==> src/stage_info_regs.svh <==
`ifndef STAGE_INFO_REGS_SVH
`define STAGE_INFO_REGS_SVH

// ==========================================================================
// Register offsets (byte addresses on APB).
`define OFS_BAUD 12'h000
`define OFS_SETUP 12'h004
`define OFS_BRAKE 12'h008
`define OFS_THERMAL 12'h00C
`define OFS_SWITCH 12'h010
`define OFS_MEM_ADDR 12'h014
`define OFS_MEM_DATA 12'h018
`define OFS_STATUS 12'h01C

// ==========================================================================
// Reset values.
`define RST_BAUD 32'h0001_C200
`define RST_SETUP 16'h0008
`define RST_FLAGS 32'h0000_0000

// ==========================================================================
// Command words, little-endian as they arrive on the byte stream.
`define CMD_IDENT 32'h6974_7367
`define CMD_SETTINGS 32'h7374_7367
`define CMD_SERIAL 32'h7472_7567
`define CMD_ACCESS 32'h6363_6173

// ==========================================================================
// Frame lengths and byte positions inside frames.
`define LEN_IDENT 8'h46
`define LEN_SETTINGS 8'h46
`define LEN_SERIAL 8'h10
`define LEN_ACK 8'h04
`define LEN_ACC_REQ 8'h72
`define STG_DATA_END 8'h2C
`define STG_CRC_LO 8'h44
`define SER_BAUD_END 8'h08
`define SER_SETUP_LO 8'h08
`define SER_CRC_LO 8'h0E
`define ACC_BRAKE_OFS 8'h28
`define ACC_THERM_OFS 8'h50
`define ACC_SWITCH_OFS 8'h54
`define ACC_RSV_OFS 8'h58
`define ACC_CRC_LO 8'h70

// ==========================================================================
// Store layout.
`define MEM_IDENT_BASE 8'h00
`define MEM_SET_BASE 8'h28
`define MEM_ACC_BASE 8'h50

// ==========================================================================
// Field positions.
`define PAR_SEL_LSB 0
`define PAR_USE_BIT 2
`define STOP_ONE_BIT 3
`define BRK_PRESENT_BIT 0
`define BRK_POWERED_BIT 1
`define TS_TYPE_LSB 0
`define TS_PRESENT_BIT 3
`define SW_A_PRES_BIT 0
`define SW_B_PRES_BIT 1
`define SW_A_LOW_BIT 2
`define SW_B_LOW_BIT 3
`define SW_JOIN_BIT 4
`define STAT_BUSY_BIT 0
`define STAT_CRCERR_BIT 1

`endif

==> src/stage_info_pkg.sv <==
package stage_info_pkg;

  // ==========================================================================
  // Types.
  typedef enum logic [1:0] {
    ST_IDLE = 2'b00,
    ST_RXP = 2'b01,
    ST_FETCH = 2'b11,
    ST_SEND = 2'b10
  } eng_state_t;

  typedef enum logic [1:0] {
    PAR_EVEN = 2'b00,
    PAR_ODD = 2'b01,
    PAR_ZERO = 2'b10,
    PAR_ONE = 2'b11
  } parity_t;

endpackage

==> src/frame_store_mem.sv <==
`timescale 1ns/1ns
`default_nettype none

module frame_store_mem #(
  parameter int WIDTH = 8,
  parameter int AW = 8
) (
  // Clock.
  input wire logic clk,
  input wire logic ce,
  // Write port.
  input wire logic we,
  input wire logic [AW-1:0] waddr,
  input wire logic [WIDTH-1:0] wdata,
  // Read port.
  input wire logic [AW-1:0] raddr,
  output logic [WIDTH-1:0] rdata
);

  logic [WIDTH-1:0] mem [0:(1<<AW)-1];

  always_ff @(posedge clk) begin
    if (ce && we) begin
      mem[waddr] <= wdata;
    end
  end

  // Registered read: data for an address appears one cycle later.
  always_ff @(posedge clk) begin
    if (ce) begin
      rdata <= mem[raddr];
    end
  end

endmodule

`default_nettype wire

==> src/stage_info_cmd.sv <==
// The register offsets and the APB interface to the registers were left to the implementer.
`timescale 1ns/1ns
`default_nettype none
`include "stage_info_regs.svh"

// Behaviour
// - Command word 0x73747367 asks for stage settings and the reply opens with that word.
// - The settings reply carries pitch, an 8-char unit string and the seven float limits.
// - The identification reply carries a 16-char maker, a 24-char part string, 24 zero bytes.
// - Command word 0x74727567 returns baud rate, setup word, 4 reserved bytes, checksum.
// - Setup bits 1:0 pick even, odd, forced-0 or forced-1 parity.
// - Setup bit 0x4 is the parity-usage flag of the bit mask.
// - Setup bit 0x8 set gives one stop bit, clear gives two.
// - Command word 0x63636173 is a 114-byte accessory write ending in a checksum.
// - The accessory request opens with a 24-char brake string and three brake floats.
// - Brake word flag 0x1 means a brake is fitted and 0x2 that it holds when powered.
// - Thermal word bits 2:0 give the sensor type and flag 0x8 marks it present.
// - Switch word flags 0x1 and 0x2 mark switch inputs a and b present.
// - Switch word flag 0x10 joins both switch inputs into one shorted pair.
module stage_info_cmd (
  // Clock and reset.
  input wire logic pclk,
  input wire logic presetn,
  input wire logic ce,
  // APB slave.
  input wire logic psel,
  input wire logic penable,
  input wire logic pwrite,
  input wire logic [11:0] paddr,
  input wire logic [31:0] pwdata,
  output logic [31:0] prdata,
  output logic pready,
  output logic pslverr,
  // Command byte stream from the host link.
  input wire logic rx_valid,
  input wire logic [7:0] rx_data,
  output logic rx_ready,
  // Reply byte stream to the host link.
  output logic tx_valid,
  output logic [7:0] tx_data,
  input wire logic tx_ready,
  // Serial framing.
  output stage_info_pkg::parity_t parity_sel,
  output logic parity_used,
  output logic stop_two,
  // Accessories.
  output logic brake_present_flag,
  output logic brake_engaged_when_powered_flag,
  output logic [2:0] thermal_sensor_type_field,
  output logic thermal_sensor_present_flag,
  // Limit switch pins and their decoded state.
  input wire logic end_switch_a_input,
  input wire logic end_switch_b_input,
  output logic end_switch_a_hit,
  output logic end_switch_b_hit
);
  import stage_info_pkg::*;

  // ==========================================================================
  // Decoding used only by the frame engine.
  function automatic logic [7:0] cmd_len(input logic [31:0] c);
    logic [7:0] n;
    n = 8'h00;
    unique case (c)
      `CMD_IDENT: n = `LEN_IDENT;
      `CMD_SETTINGS: n = `LEN_SETTINGS;
      `CMD_SERIAL: n = `LEN_SERIAL;
      `CMD_ACCESS: n = `LEN_ACK;
      default: n = 8'h00;
    endcase
    return n;
  endfunction

  function automatic logic [7:0] reply_byte(input logic [31:0] c, input logic [7:0] i,
      input logic [7:0] memb, input logic [15:0] sum, input logic [31:0] baud,
      input logic [15:0] setup);
    logic [7:0] b;
    b = 8'h00;
    if (i < 8'h04) begin
      b = c[{i[1:0], 3'b000} +: 8];
    end else if (c == `CMD_SERIAL) begin
      if (i < `SER_BAUD_END) begin
        b = baud[{i[1:0], 3'b000} +: 8];
      end else if (i == `SER_SETUP_LO) begin
        b = setup[7:0];
      end else if (i == `SER_SETUP_LO + 8'h01) begin
        b = setup[15:8];
      end else if (i == `SER_CRC_LO) begin
        b = sum[7:0];
      end else if (i == `SER_CRC_LO + 8'h01) begin
        b = sum[15:8];
      end
    end else if (c == `CMD_IDENT || c == `CMD_SETTINGS) begin
      if (i < `STG_DATA_END) begin
        b = memb;
      end else if (i == `STG_CRC_LO) begin
        b = sum[7:0];
      end else if (i == `STG_CRC_LO + 8'h01) begin
        b = sum[15:8];
      end
    end
    return b;
  endfunction

  // ==========================================================================
  // Engine state.
  eng_state_t state_r;
  logic [7:0] idx_r;
  logic [31:0] cmd_r;
  logic [15:0] sum_r;
  logic [7:0] crc_lo_r;
  logic fetch_wait_r;
  logic crc_err_r;
  logic [31:0] brake_sh_r, therm_sh_r, switch_sh_r;
  logic [31:0] brake_r, therm_r, switch_r;
  logic [31:0] baud_r;
  logic [15:0] setup_r;
  logic [7:0] mem_addr_r;
  logic [7:0] mem_rdata;
  logic busy;
  logic [31:0] cmd_full;
  logic [7:0] rlen;
  logic [7:0] eng_raddr;
  logic [7:0] eng_waddr;
  logic eng_we;
  logic apb_do;
  logic apb_wait_r;
  logic apb_mem_we;
  logic apb_wr;
  logic crc_ok;

  assign busy = (state_r != ST_IDLE) || (idx_r != 8'h00);
  assign cmd_full = {rx_data, cmd_r[31:8]};
  assign rlen = cmd_len(cmd_r);
  assign eng_raddr = ((cmd_r == `CMD_IDENT) ? `MEM_IDENT_BASE : `MEM_SET_BASE) + idx_r - 8'h04;
  assign eng_waddr = `MEM_ACC_BASE + idx_r - 8'h04;
  // Reserved request bytes never reach the store.
  assign eng_we = ce && state_r == ST_RXP && rx_valid && idx_r < `ACC_RSV_OFS;
  assign crc_ok = {rx_data, crc_lo_r} == sum_r;

  // Store owned by the engine while a frame is in flight, by software otherwise.
  frame_store_mem #(.WIDTH(8), .AW(8)) u_store (
    .clk(pclk),
    .ce(ce),
    .we(eng_we || apb_mem_we),
    .waddr(eng_we ? eng_waddr : mem_addr_r),
    .wdata(eng_we ? rx_data : pwdata[7:0]),
    .raddr(busy ? eng_raddr : mem_addr_r),
    .rdata(mem_rdata)
  );

  // ==========================================================================
  // Frame engine.
  always_ff @(posedge pclk or negedge presetn) begin
    if (!presetn) begin
      state_r <= ST_IDLE;
      idx_r <= 8'h00;
      cmd_r <= 32'h0000_0000;
      sum_r <= 16'h0000;
      crc_lo_r <= 8'h00;
      fetch_wait_r <= 1'b0;
      rx_ready <= 1'b1;
      tx_valid <= 1'b0;
      tx_data <= 8'h00;
    end else if (ce) begin
      unique case (state_r)
        ST_IDLE: begin
          if (rx_valid) begin
            cmd_r <= cmd_full;
            sum_r <= (idx_r == 8'h00) ? {8'h00, rx_data} : sum_r + {8'h00, rx_data};
            if (idx_r != 8'h03) begin
              idx_r <= idx_r + 8'h01;
            end else if (cmd_full == `CMD_ACCESS) begin
              idx_r <= 8'h04;
              state_r <= ST_RXP;
            end else if (cmd_len(cmd_full) != 8'h00) begin
              idx_r <= 8'h00;
              sum_r <= 16'h0000;
              rx_ready <= 1'b0;
              state_r <= ST_FETCH;
            end else begin
              // Unknown word: drop it and hunt for the next frame start.
              idx_r <= 8'h00;
            end
          end
        end
        ST_RXP: begin
          if (rx_valid) begin
            idx_r <= idx_r + 8'h01;
            if (idx_r < `ACC_CRC_LO) begin
              sum_r <= sum_r + {8'h00, rx_data};
            end
            if (idx_r == `ACC_CRC_LO) begin
              crc_lo_r <= rx_data;
            end
            if (idx_r == `LEN_ACC_REQ - 8'h01) begin
              idx_r <= 8'h00;
              sum_r <= 16'h0000;
              if (crc_ok) begin
                rx_ready <= 1'b0;
                state_r <= ST_FETCH;
              end else begin
                state_r <= ST_IDLE;
              end
            end
          end
        end
        ST_FETCH: begin
          // Wait one cycle so the store has read the new address.
          fetch_wait_r <= !fetch_wait_r;
          if (fetch_wait_r) begin
            tx_data <= reply_byte(cmd_r, idx_r, mem_rdata, sum_r, baud_r, setup_r);
            tx_valid <= 1'b1;
            if (idx_r + 8'h02 < rlen) begin
              sum_r <= sum_r + {8'h00,
                  reply_byte(cmd_r, idx_r, mem_rdata, sum_r, baud_r, setup_r)};
            end
            state_r <= ST_SEND;
          end
        end
        ST_SEND: begin
          if (tx_ready) begin
            tx_valid <= 1'b0;
            if (idx_r == rlen - 8'h01) begin
              idx_r <= 8'h00;
              rx_ready <= 1'b1;
              state_r <= ST_IDLE;
            end else begin
              idx_r <= idx_r + 8'h01;
              state_r <= ST_FETCH;
            end
          end
        end
      endcase
    end
  end

  // Flag words are staged while they arrive and only committed on a good checksum.
  always_ff @(posedge pclk or negedge presetn) begin
    if (!presetn) begin
      brake_sh_r <= `RST_FLAGS;
      therm_sh_r <= `RST_FLAGS;
      switch_sh_r <= `RST_FLAGS;
      brake_r <= `RST_FLAGS;
      therm_r <= `RST_FLAGS;
      switch_r <= `RST_FLAGS;
    end else if (ce && state_r == ST_RXP && rx_valid) begin
      if (idx_r[7:2] == `ACC_BRAKE_OFS >> 2) begin
        brake_sh_r[{idx_r[1:0], 3'b000} +: 8] <= rx_data;
      end
      if (idx_r[7:2] == `ACC_THERM_OFS >> 2) begin
        therm_sh_r[{idx_r[1:0], 3'b000} +: 8] <= rx_data;
      end
      if (idx_r[7:2] == `ACC_SWITCH_OFS >> 2) begin
        switch_sh_r[{idx_r[1:0], 3'b000} +: 8] <= rx_data;
      end
      if (idx_r == `LEN_ACC_REQ - 8'h01 && crc_ok) begin
        brake_r <= brake_sh_r;
        therm_r <= therm_sh_r;
        switch_r <= switch_sh_r;
      end
    end
  end

  // ==========================================================================
  // APB slave: one wait state; store accesses take two and also wait until the engine is idle.
  assign apb_do = psel && penable && !pready && !(paddr == `OFS_MEM_DATA && (busy || !apb_wait_r));
  // Writes land at the edge where the master sees pready, so a held request acts once.
  assign apb_wr = ce && psel && penable && pready && pwrite;
  assign apb_mem_we = apb_wr && paddr == `OFS_MEM_DATA;

  always_ff @(posedge pclk or negedge presetn) begin
    if (!presetn) begin
      pready <= 1'b0;
      pslverr <= 1'b0;
      prdata <= 32'h0000_0000;
      apb_wait_r <= 1'b0;
      baud_r <= `RST_BAUD;
      setup_r <= `RST_SETUP;
      mem_addr_r <= 8'h00;
      crc_err_r <= 1'b0;
    end else if (ce) begin
      pready <= apb_do;
      apb_wait_r <= psel && penable && !pready && !busy;
      if (apb_do) begin
        pslverr <= 1'b0;
        prdata <= 32'h0000_0000;
        unique case (paddr)
          `OFS_BAUD: if (!pwrite) prdata <= baud_r;
          `OFS_SETUP: if (!pwrite) prdata <= {16'h0000, setup_r};
          `OFS_BRAKE: if (!pwrite) prdata <= brake_r;
          `OFS_THERMAL: if (!pwrite) prdata <= therm_r;
          `OFS_SWITCH: if (!pwrite) prdata <= switch_r;
          `OFS_MEM_ADDR: if (!pwrite) prdata <= {24'h00_0000, mem_addr_r};
          `OFS_MEM_DATA: if (!pwrite) prdata <= {24'h00_0000, mem_rdata};
          `OFS_STATUS: begin
            prdata[`STAT_BUSY_BIT] <= busy;
            prdata[`STAT_CRCERR_BIT] <= crc_err_r;
          end
          default: pslverr <= 1'b1;
        endcase
      end
      if (apb_wr) begin
        unique case (paddr)
          `OFS_BAUD: baud_r <= pwdata;
          `OFS_SETUP: setup_r <= pwdata[15:0];
          `OFS_MEM_ADDR: mem_addr_r <= pwdata[7:0];
          `OFS_MEM_DATA: mem_addr_r <= mem_addr_r + 8'h01;
          default: ;
        endcase
      end
      // A checksum failure in the same cycle as a clear keeps the flag set.
      if (state_r == ST_RXP && rx_valid && idx_r == `LEN_ACC_REQ - 8'h01 && !crc_ok) begin
        crc_err_r <= 1'b1;
      end else if (apb_wr && paddr == `OFS_STATUS && pwdata[`STAT_CRCERR_BIT]) begin
        crc_err_r <= 1'b0;
      end
    end
  end

  // ==========================================================================
  // Decoded settings and limit switches.
  logic [1:0] sw_meta_r, sw_sync_r, sw_trig;

  always_ff @(posedge pclk or negedge presetn) begin
    if (!presetn) begin
      sw_meta_r <= 2'b00;
      sw_sync_r <= 2'b00;
    end else if (ce) begin
      sw_meta_r <= {end_switch_b_input, end_switch_a_input};
      sw_sync_r <= sw_meta_r;
    end
  end

  // Each input is inverted when its low-active flag is set.
  for (genvar g = 0; g < 2; g++) begin : g_trig
    assign sw_trig[g] = sw_sync_r[g] ^ switch_r[`SW_A_LOW_BIT + g];
  end

  always_ff @(posedge pclk or negedge presetn) begin
    if (!presetn) begin
      parity_sel <= PAR_EVEN;
      parity_used <= 1'b0;
      stop_two <= 1'b0;
      brake_present_flag <= 1'b0;
      brake_engaged_when_powered_flag <= 1'b0;
      thermal_sensor_type_field <= 3'b000;
      thermal_sensor_present_flag <= 1'b0;
      end_switch_a_hit <= 1'b0;
      end_switch_b_hit <= 1'b0;
    end else if (ce) begin
      parity_sel <= parity_t'(setup_r[`PAR_SEL_LSB +: 2]);
      parity_used <= setup_r[`PAR_USE_BIT];
      stop_two <= !setup_r[`STOP_ONE_BIT];
      brake_present_flag <= brake_r[`BRK_PRESENT_BIT];
      brake_engaged_when_powered_flag <= brake_r[`BRK_POWERED_BIT];
      thermal_sensor_type_field <= therm_r[`TS_TYPE_LSB +: 3];
      thermal_sensor_present_flag <= therm_r[`TS_PRESENT_BIT];
      // A joined pair trips each present switch when either side trips.
      end_switch_a_hit <= switch_r[`SW_A_PRES_BIT] &&
          (switch_r[`SW_JOIN_BIT] ? |sw_trig : sw_trig[0]);
      end_switch_b_hit <= switch_r[`SW_B_PRES_BIT] &&
          (switch_r[`SW_JOIN_BIT] ? |sw_trig : sw_trig[1]);
    end
  end

  // ==========================================================================
  // Checks.
  chk_echo_first: assert property (@(posedge pclk) disable iff (!presetn)
    ce && state_r == ST_FETCH && fetch_wait_r && idx_r == 8'h00 |=> tx_data == cmd_r[7:0])
    else $error("reply does not open with the command word");
  chk_settings_len: assert property (@(posedge pclk) disable iff (!presetn)
    ce && state_r == ST_SEND && tx_ready && cmd_r == `CMD_SETTINGS && rx_ready == 1'b0
      ##0 $past(state_r) == ST_SEND |-> idx_r <= 8'h45)
    else $error("settings reply longer than 70 bytes");
  chk_ident_rsv: assert property (@(posedge pclk) disable iff (!presetn)
    state_r == ST_SEND && cmd_r == `CMD_IDENT && idx_r >= 8'h2C && idx_r < 8'h44
      |-> tx_data == 8'h00)
    else $error("identification reserved byte not zero");
  chk_serial_end: assert property (@(posedge pclk) disable iff (!presetn)
    ce && state_r == ST_SEND && tx_ready && cmd_r == `CMD_SERIAL && idx_r == 8'h0F
      |=> state_r == ST_IDLE && rx_ready)
    else $error("serial reply did not end after 16 bytes");
  chk_parity_follow: assert property (@(posedge pclk) disable iff (!presetn)
    ce && $stable(setup_r) ##1 ce |-> parity_sel == parity_t'($past(setup_r[1:0])) &&
      parity_used == $past(setup_r[2]))
    else $error("parity outputs do not follow the setup word");
  chk_stop_bits: assert property (@(posedge pclk) disable iff (!presetn)
    ce && setup_r[3] ##1 ce && setup_r[3] |-> !stop_two)
    else $error("two stop bits chosen while one was asked");
  chk_ack_start: assert property (@(posedge pclk) disable iff (!presetn)
    ce && state_r == ST_RXP && rx_valid && idx_r == 8'h71 && crc_ok
      |=> state_r == ST_FETCH ##[1:8] tx_valid && tx_data == 8'h73)
    else $error("good accessory write not acknowledged");
  chk_switch_present: assert property (@(posedge pclk) disable iff (!presetn)
    end_switch_a_hit && ce ##1 ce |-> $past(switch_r[0], 2) || switch_r[0])
    else $error("absent switch reported as hit");
  chk_switch_joined: assert property (@(posedge pclk) disable iff (!presetn)
    ce && switch_r[4] && switch_r[1:0] == 2'b11 && $stable(switch_r) ##1 ce
      |-> end_switch_a_hit == end_switch_b_hit)
    else $error("joined switches disagree");
  chk_ack_len: assert property (@(posedge pclk) disable iff (!presetn)
    state_r == ST_SEND && cmd_r == `CMD_ACCESS |-> idx_r < 8'h04)
    else $error("acknowledge longer than 4 bytes");

endmodule

`default_nettype wire

==> config.mk <==
export PLATFORM = sky130hd
export DESIGN_NAME = stage_info_cmd
export DESIGN_NICKNAME = d
export VERILOG_FILES = /design/src/stage_info_pkg.sv /design/src/frame_store_mem.sv /design/src/stage_info_cmd.sv
export VERILOG_INCLUDE_DIRS = /design/src
export SDC_FILE = /design/constraint.sdc
export NUM_CORES = 2
export LEC_CHECK = 0
export BUFFER_PORTS_ARGS = -buffer_cell sky130_fd_sc_hd__buf_2
export CORE_MARGIN = 2
export CORE_UTILIZATION = 36
export DETAILED_ROUTE_END_ITERATION = 10
export PLACE_DENSITY = 0.51
export SYNTH_ARGS = -nofsm -noshare
export SYNTH_HDL_FRONTEND = slang
export SYNTH_HIERARCHICAL = 1
export SYNTH_SLANG_ARGS = --single-unit
==> constraint.sdc <==
create_clock -name pclk -period 18.8 [get_ports pclk]
set_input_delay 3.76 -clock pclk [delete_from_list [all_inputs] [get_ports pclk]]
set_output_delay 3.76 -clock pclk [all_outputs]
set_load 0.05 [all_outputs]
* After elaboration in Yosys (flattened, before gate mapping) *
Memories as Yosys holds them, arrays and structs flattened. A register that Yosys moved wholly into a read port is not among the register bits.
Index checks and enable logic that the tools add are counted.

word-level totals
  bits of input ports = 62
  logic and storage cells = 258
  memories = 1
  output and inout bits = 56
  register bits after elaboration = 377
  RAM bits = 2,048

memory list
  memory       depth  bits a word  read ports  clocked after memory_dff  wr ports  RTL line               text
  u_store.mem  256    8            1           1                         1         frame_store_mem.sv:20  logic [WIDTH-1:0] mem [0:(1<<AW)-1];

operators by class
  shifts and indexed selects = 4
  $lt $le $gt $ge = 6
  mux-type cells = 89
  reductions and logical operators = 66
  bitwise logic cells = 2
  equal/unequal tests = 45
  $add $sub $neg = 11

operators with widths
  kind                                                   count
  == test 32 x 31 -> 1 bit (second input constant)       8
  2-to-1 mux 8 bit                                       31
  one-hot mux 30 bit (7 select lines)                    1
  2-to-1 mux 16 bit                                      11
  2-to-1 mux 32 bit                                      4
  bitwise mux 32 bit                                     3
  variable part select 32 x 6 -> 8 bit                   2
  == test 12 x 5 -> 1 bit (second input constant)        4
  one-hot mux 16 bit (3 select lines)                    1
  adder 16 x 8 -> 16 bit                                 2
  == test 8 x 4 -> 1 bit (second input constant)         4
  == test 8 x 7 -> 1 bit (second input constant)         4
  variable shift 8 x 7 -> 32 bit (first input constant)  1
  variable part select 8 x 7 -> 32 bit                   1
  == test 12 x 4 -> 1 bit (second input constant)        2
  one-hot mux 8 bit (3 select lines)                     1
  logical AND 1 bit                                      22
  one-hot mux 7 bit (3 select lines)                     1
  2-to-1 mux 2 bit                                       10
  != test 2 bit (second input constant)                  10
  2-to-1 mux 1 bit                                       18
  adder 8 x 1 -> 8 bit (second input constant)           2
  == test 16 bit                                         1
  < comparator 8 x 7 -> 1 bit (second input constant)    2
  46 further kinds                                       77

* Longest topological paths before layout *
  depth in word-level cells = 16
  gate-level depth with buffers = 22
  gate-level depth less buffers = 20

* By module *
Netlist, hierarchy kept.

by module, submodules not included
  module           instances  area each (µm²)  cells each  sequential area each (µm²)
  frame_store_mem  1          79,945.4         3,762       61,739.2
  stage_info_cmd   1          19,511.2         1,833       9,441.6

* Worst setup path after synthesis *
OpenSTA, ideal clock, no wires.

  path kind = input -> register
  from = in ce
  to = mem u_store.mem[0][0], data pin
  library setup time = 2.189 ns
  setup slack = 2.233 ns
  data arrival time = 14.379 ns
  required time = 16.611 ns
  stages = 6
  buffers on the path = 2
  cell sequence = clkbuf_1 -> nand3_1 -> nor2_1 -> o21a_1 -> clkbuf_1 -> o21ai_0

between the ends
  longest elaborated chain between the ends = 4

ends and longest elaborated chain
  what                                RTL line               text
  start, declared                     stage_info_cmd.sv:24   input wire logic ce,
  logical AND 1 bit (2 in series)     stage_info_cmd.sv:138  assign eng_we = ce && state_r == ST_RXP && rx_valid && idx_r < `ACC_RSV_OFS;
  logical AND 1 bit (no source line)  -
  2-to-1 mux 8 bit                    stage_info_cmd.sv:147  .wdata(eng_we ? rx_data : pwdata[7:0]),
  end, declared                       frame_store_mem.sv:20

Every way passes these cells.

* Worst setup path after layout *
  from = in paddr[7]
  to = mem u_store.mem[99][6] (enable)

between the ends
  longest elaborated chain between the ends = 6

ends and longest elaborated chain
  what                                    RTL line               text
  start, declared                         stage_info_cmd.sv:29   input wire logic [11:0] paddr,
  == test 12 x 5 -> 1 bit                 -
  logical AND 1 bit (no source line)      -
  logical OR 1 bit                        stage_info_cmd.sv:145  .we(eng_we || apb_mem_we),
  logical AND 1 bit                       frame_store_mem.sv:23  if (ce && we) begin
  2-to-1 mux 1 bit                        frame_store_mem.sv:23
  2-to-1 mux 1 bit (implied by the code)  frame_store_mem.sv:24  mem[waddr] <= wdata;

Every way passes these cells.

==> flow_summary.yaml <==
status:
  outcome: "completed"
die:
  die_h_um: 530
  start_util: 0.363
  die_x_um: 530
  ioPinCount: 118
  die_area_um2: 280000
  rows: 192
  core_um2: 274000
sta:
  drv_slew: 0
  fmax_ghz: 0.121
  setup_tns_ps: 0
  tightest_slew_ps: 1330
  finalCritPeriodShare: 0.440
  setup_viol: 0
  hold_viol: 0
  slew_headroom: 0.102
  rsz0062_at_grt: "false"
  final.min_clock_period_ps: 8280
  fin_skew_ps: 74.5
global_routing:
  grt_max_degree: 182
  grt_use_met3: 0.0314
  grt_usage: 0.202
  grt_pass1_vias: 54100
  grt_util_met2: 0.322
  antenna_found_initial: 11
  grt-busiest-layer: "met2"
  grt_overflow_total: 0
  grt_pass1_wl_mm: 411
  use_met1: 0.287
power_and_ir_drop:
  p_sw_mw: 5.03
  power_frac_comb: 0.273
  clock_power_share: 0.332
  powerDensity_nw_per_um2: 139
  power.leakage_nw: 37.2
  p_int_mw: 10.6
  swShare: 0.322
  vdd_drop_max_mv: 0.124
  power_frac_seq: 0.395
  total_power_mw: 15.6
setup_path:
  cp_num_cells: 12
  cp.arrival_ps: 8720
  crit_slowest_cell: "nand4_1"
  cp_max_fo: 19
  max_stage_delay_ps: 1170
  timing.critical_path.mode_cell: "nand2_1"
  cp_cell_sequence: "buf_2, nor4_1, and3_1, nand2_1, nor2_1, buf_4, nand2_1, nand2_1, and2_1, nand4_1, buf_4, nor2_1"
  path_buf_inv: 3
  crit_type: "in -> reg"
  crit_family: "simple AND/OR/NAND/NOR gates"
  cp-start-kind: "input port"
  cp-end-kind: "flop"
  reg2reg_depth: 14
  cp.required_ps: 19240
final_layout:
  fillers: 24400
  stdcell_area_um2: 112000
  fin_util: 0.410
  drive_gt1_frac: 0.222
  finalNetCount: 5865
  syn_to_final_growth_pct: 13.0
place:
  place_area_um2: 104000
  port_buffers: 117
  dp_hpwl_mm: 180
  place.gp.congestion: 0.849
clock_network:
  cts_max_level: 5
  postCtsHoldBufs: 0
  post_cts_buffers: 0
  cts_buffers: 268
  clock-sinks: 2433
  clk_pin_slew_ps: 60
  cts_root_buf: "clkbuf_16"
  cts_tree: "built"
  cts_resized: 0
  cts_buffer_depth: 4
  clock_latency_ps: 860
logic_synthesis:
  ys_seq_area_frac: 0.716
  yosys.area.top_type_share: 0.621
  synth_flop_cell: "edfxtp_1"
  synth_fp_nets: 5711
  synth_area_leaders: "edfxtp_1 (62%), mux4_2 (9.5%), dfrtp_1 (9.3%)"
  syn_inst: 5595
  ys_types: 115
  syn_area_um2: 99500
  ys_async_sr_fraction: 0.155
  syn_area_per_cell_um2: 17.8
  ys_top_cells_by_count: "edfxtp_1 (2,056), mux4_2 (419), dfrtp_1 (371), nor2_1 (363), nand2_1 (334)"
  yosysMostFrequentCell: "edfxtp_1"
  ys.warnings.count: 6
  synth.largest_area_cell: "edfxtp_1"
  synth-edff-count: 2056
  ys_ff_latch: 2433
detailed_routing:
  drtPass1Iterations: 6
  drcViolationCount: 0
  ant_nets: 0
  wl_mm: 287
  first_iter_violations: 5808
  avgViaCountPerCell: 5.63
  wl_per_cell_um: 29.8
  vias: 54200
hold_path:
  hold_depth: 2
  min_path_type: "reg -> reg"
flow_run:
  max_cap_violations: 0
## worst reg2reg max path, cell delays in order, from the launching register on
cell,delay (ps)
dfrtp_1,630
inv_1,320
ha_1,420
and3_1,500
nand2_1,620
mux2_8,1030
buf_12,710
buf_4,870
buf_4,710
mux4_2,610
a22oi_1,300
a21oi_1,260
nor3_1,680
a211oi_1,170
nor3b_2,190
## area by class of cell
cell class              instances  area (µm²)  area share
flip-flops and latches       2433       71200       0.634
multi-input cells            2776       26300       0.234
clock buffers                 334        7250      0.0645
inverters                      40         150     0.00134
well taps                    3686        4610      0.0410
diodes                          2        5.00   0.0000445
clock inverters               136        1330      0.0119
repair buffers                230        1530      0.0136
## worst paths after layout
check	endpoint	from	slack [ps]
worst max-delay path	u_store/mem[99][6]$_DFFE_PP_	paddr[7]	10520
worst min-delay path	switch_sh_r[19]$_DFFE_PN0P_	switch_sh_r[19]$_DFFE_PN0P_	470
worst max register to register	u_store/rdata[5]$_DFFE_PP_	idx_r[3]$_DFFE_PN0P_	10550
worst min register to register	switch_sh_r[19]$_DFFE_PN0P_	switch_sh_r[19]$_DFFE_PN0P_	470
max in group asynchronous	therm_sh_r[6]$_DFFE_PN0P_	presetn	14050
min in group asynchronous	therm_r[17]$_DFFE_PN0P_	presetn	3050
## power groups by stage
stage                     logic (mW)  registers [mW]  clock network [mW]
after detailed placement        4.28            6.28                   0
after global routing            4.49            6.18                5.50
after CTS                       4.29            6.17                5.30
after global placement          4.26            6.28                   0
after floorplan                 2.80            6.26                   0
final                           4.26            6.17                5.19
## flip-flops by register name (all words and copies together), names as in the netlist, 3 cells and up
register and flops:
therm_r 32, mem_addr_r 8, u_store/rdata 8, cmd_r 32, crc_lo_r 8, u_store/mem 2048, brake_sh_r 32, setup_r 16
tx_data 8, therm_sh_r 32, thermal_sensor_type_field 3, switch_r 32, brake_r 32, switch_sh_r 32, baud_r 32, sum_r 16
prdata 32, idx_r 8
## logic make-up after synthesis
logic type | count (synthesis) | share of synthesized area
buf+inv | 386 | 0.0222
xor+xnor | 44 | 0.00387
compound gates | 844 | 0.0578
fa+ha+maj | 54 | 0.00702
simple gates | 995 | 0.0459
flops | 2433 | 0.716
mux | 839 | 0.148
## per-stage QoR
stage	hold slack (ps)	std cells	setup slack, ps
2_1_floorplan	444	5595	2230
3_3_place_gp	456	9165	9910
3_5_place_dp	465	9165	9900
4_1_cts	477	9635	10460
5_1_grt	495	9636	10020
6_report	472	9637	10520
## per-layer routing
layer	share of wire	up-vias	wire length [µm]
met4	0.031	2	8800
li1	-	22800	-
met5	0.000031	-	9
met3	0.066	432	19000
met1	0.43	28800	124000
met2	0.47	2208	135000
## cell usage in the layout (no fill, tap or decap), types with 22 or more instances in the layout
master / instances
a21oi_1: 138
a221oi_1: 40
a22o_1: 32
a22oi_1: 165
buf_2: 116
buf_4: 106
bufinv_16: 22
clkbuf_1: 49
clkbuf_16: 279
clkinv_1: 37
clkinv_2: 47
dfrtp_1: 371
edfxtp_1: 2056
ha_1: 51
inv_1: 39
mux2_2: 210
mux2i_1: 160
mux4_1: 47
mux4_2: 419
nand2_1: 326
nand3_1: 55
nor2_1: 359
nor2b_1: 24
nor3_1: 34
nor4_1: 40
o211ai_1: 27
o21ai_0: 166
o21ai_1: 25
o221ai_1: 42
o22ai_1: 58
xor2_1: 25
Note: power is estimated with default switching activity, not from simulation.
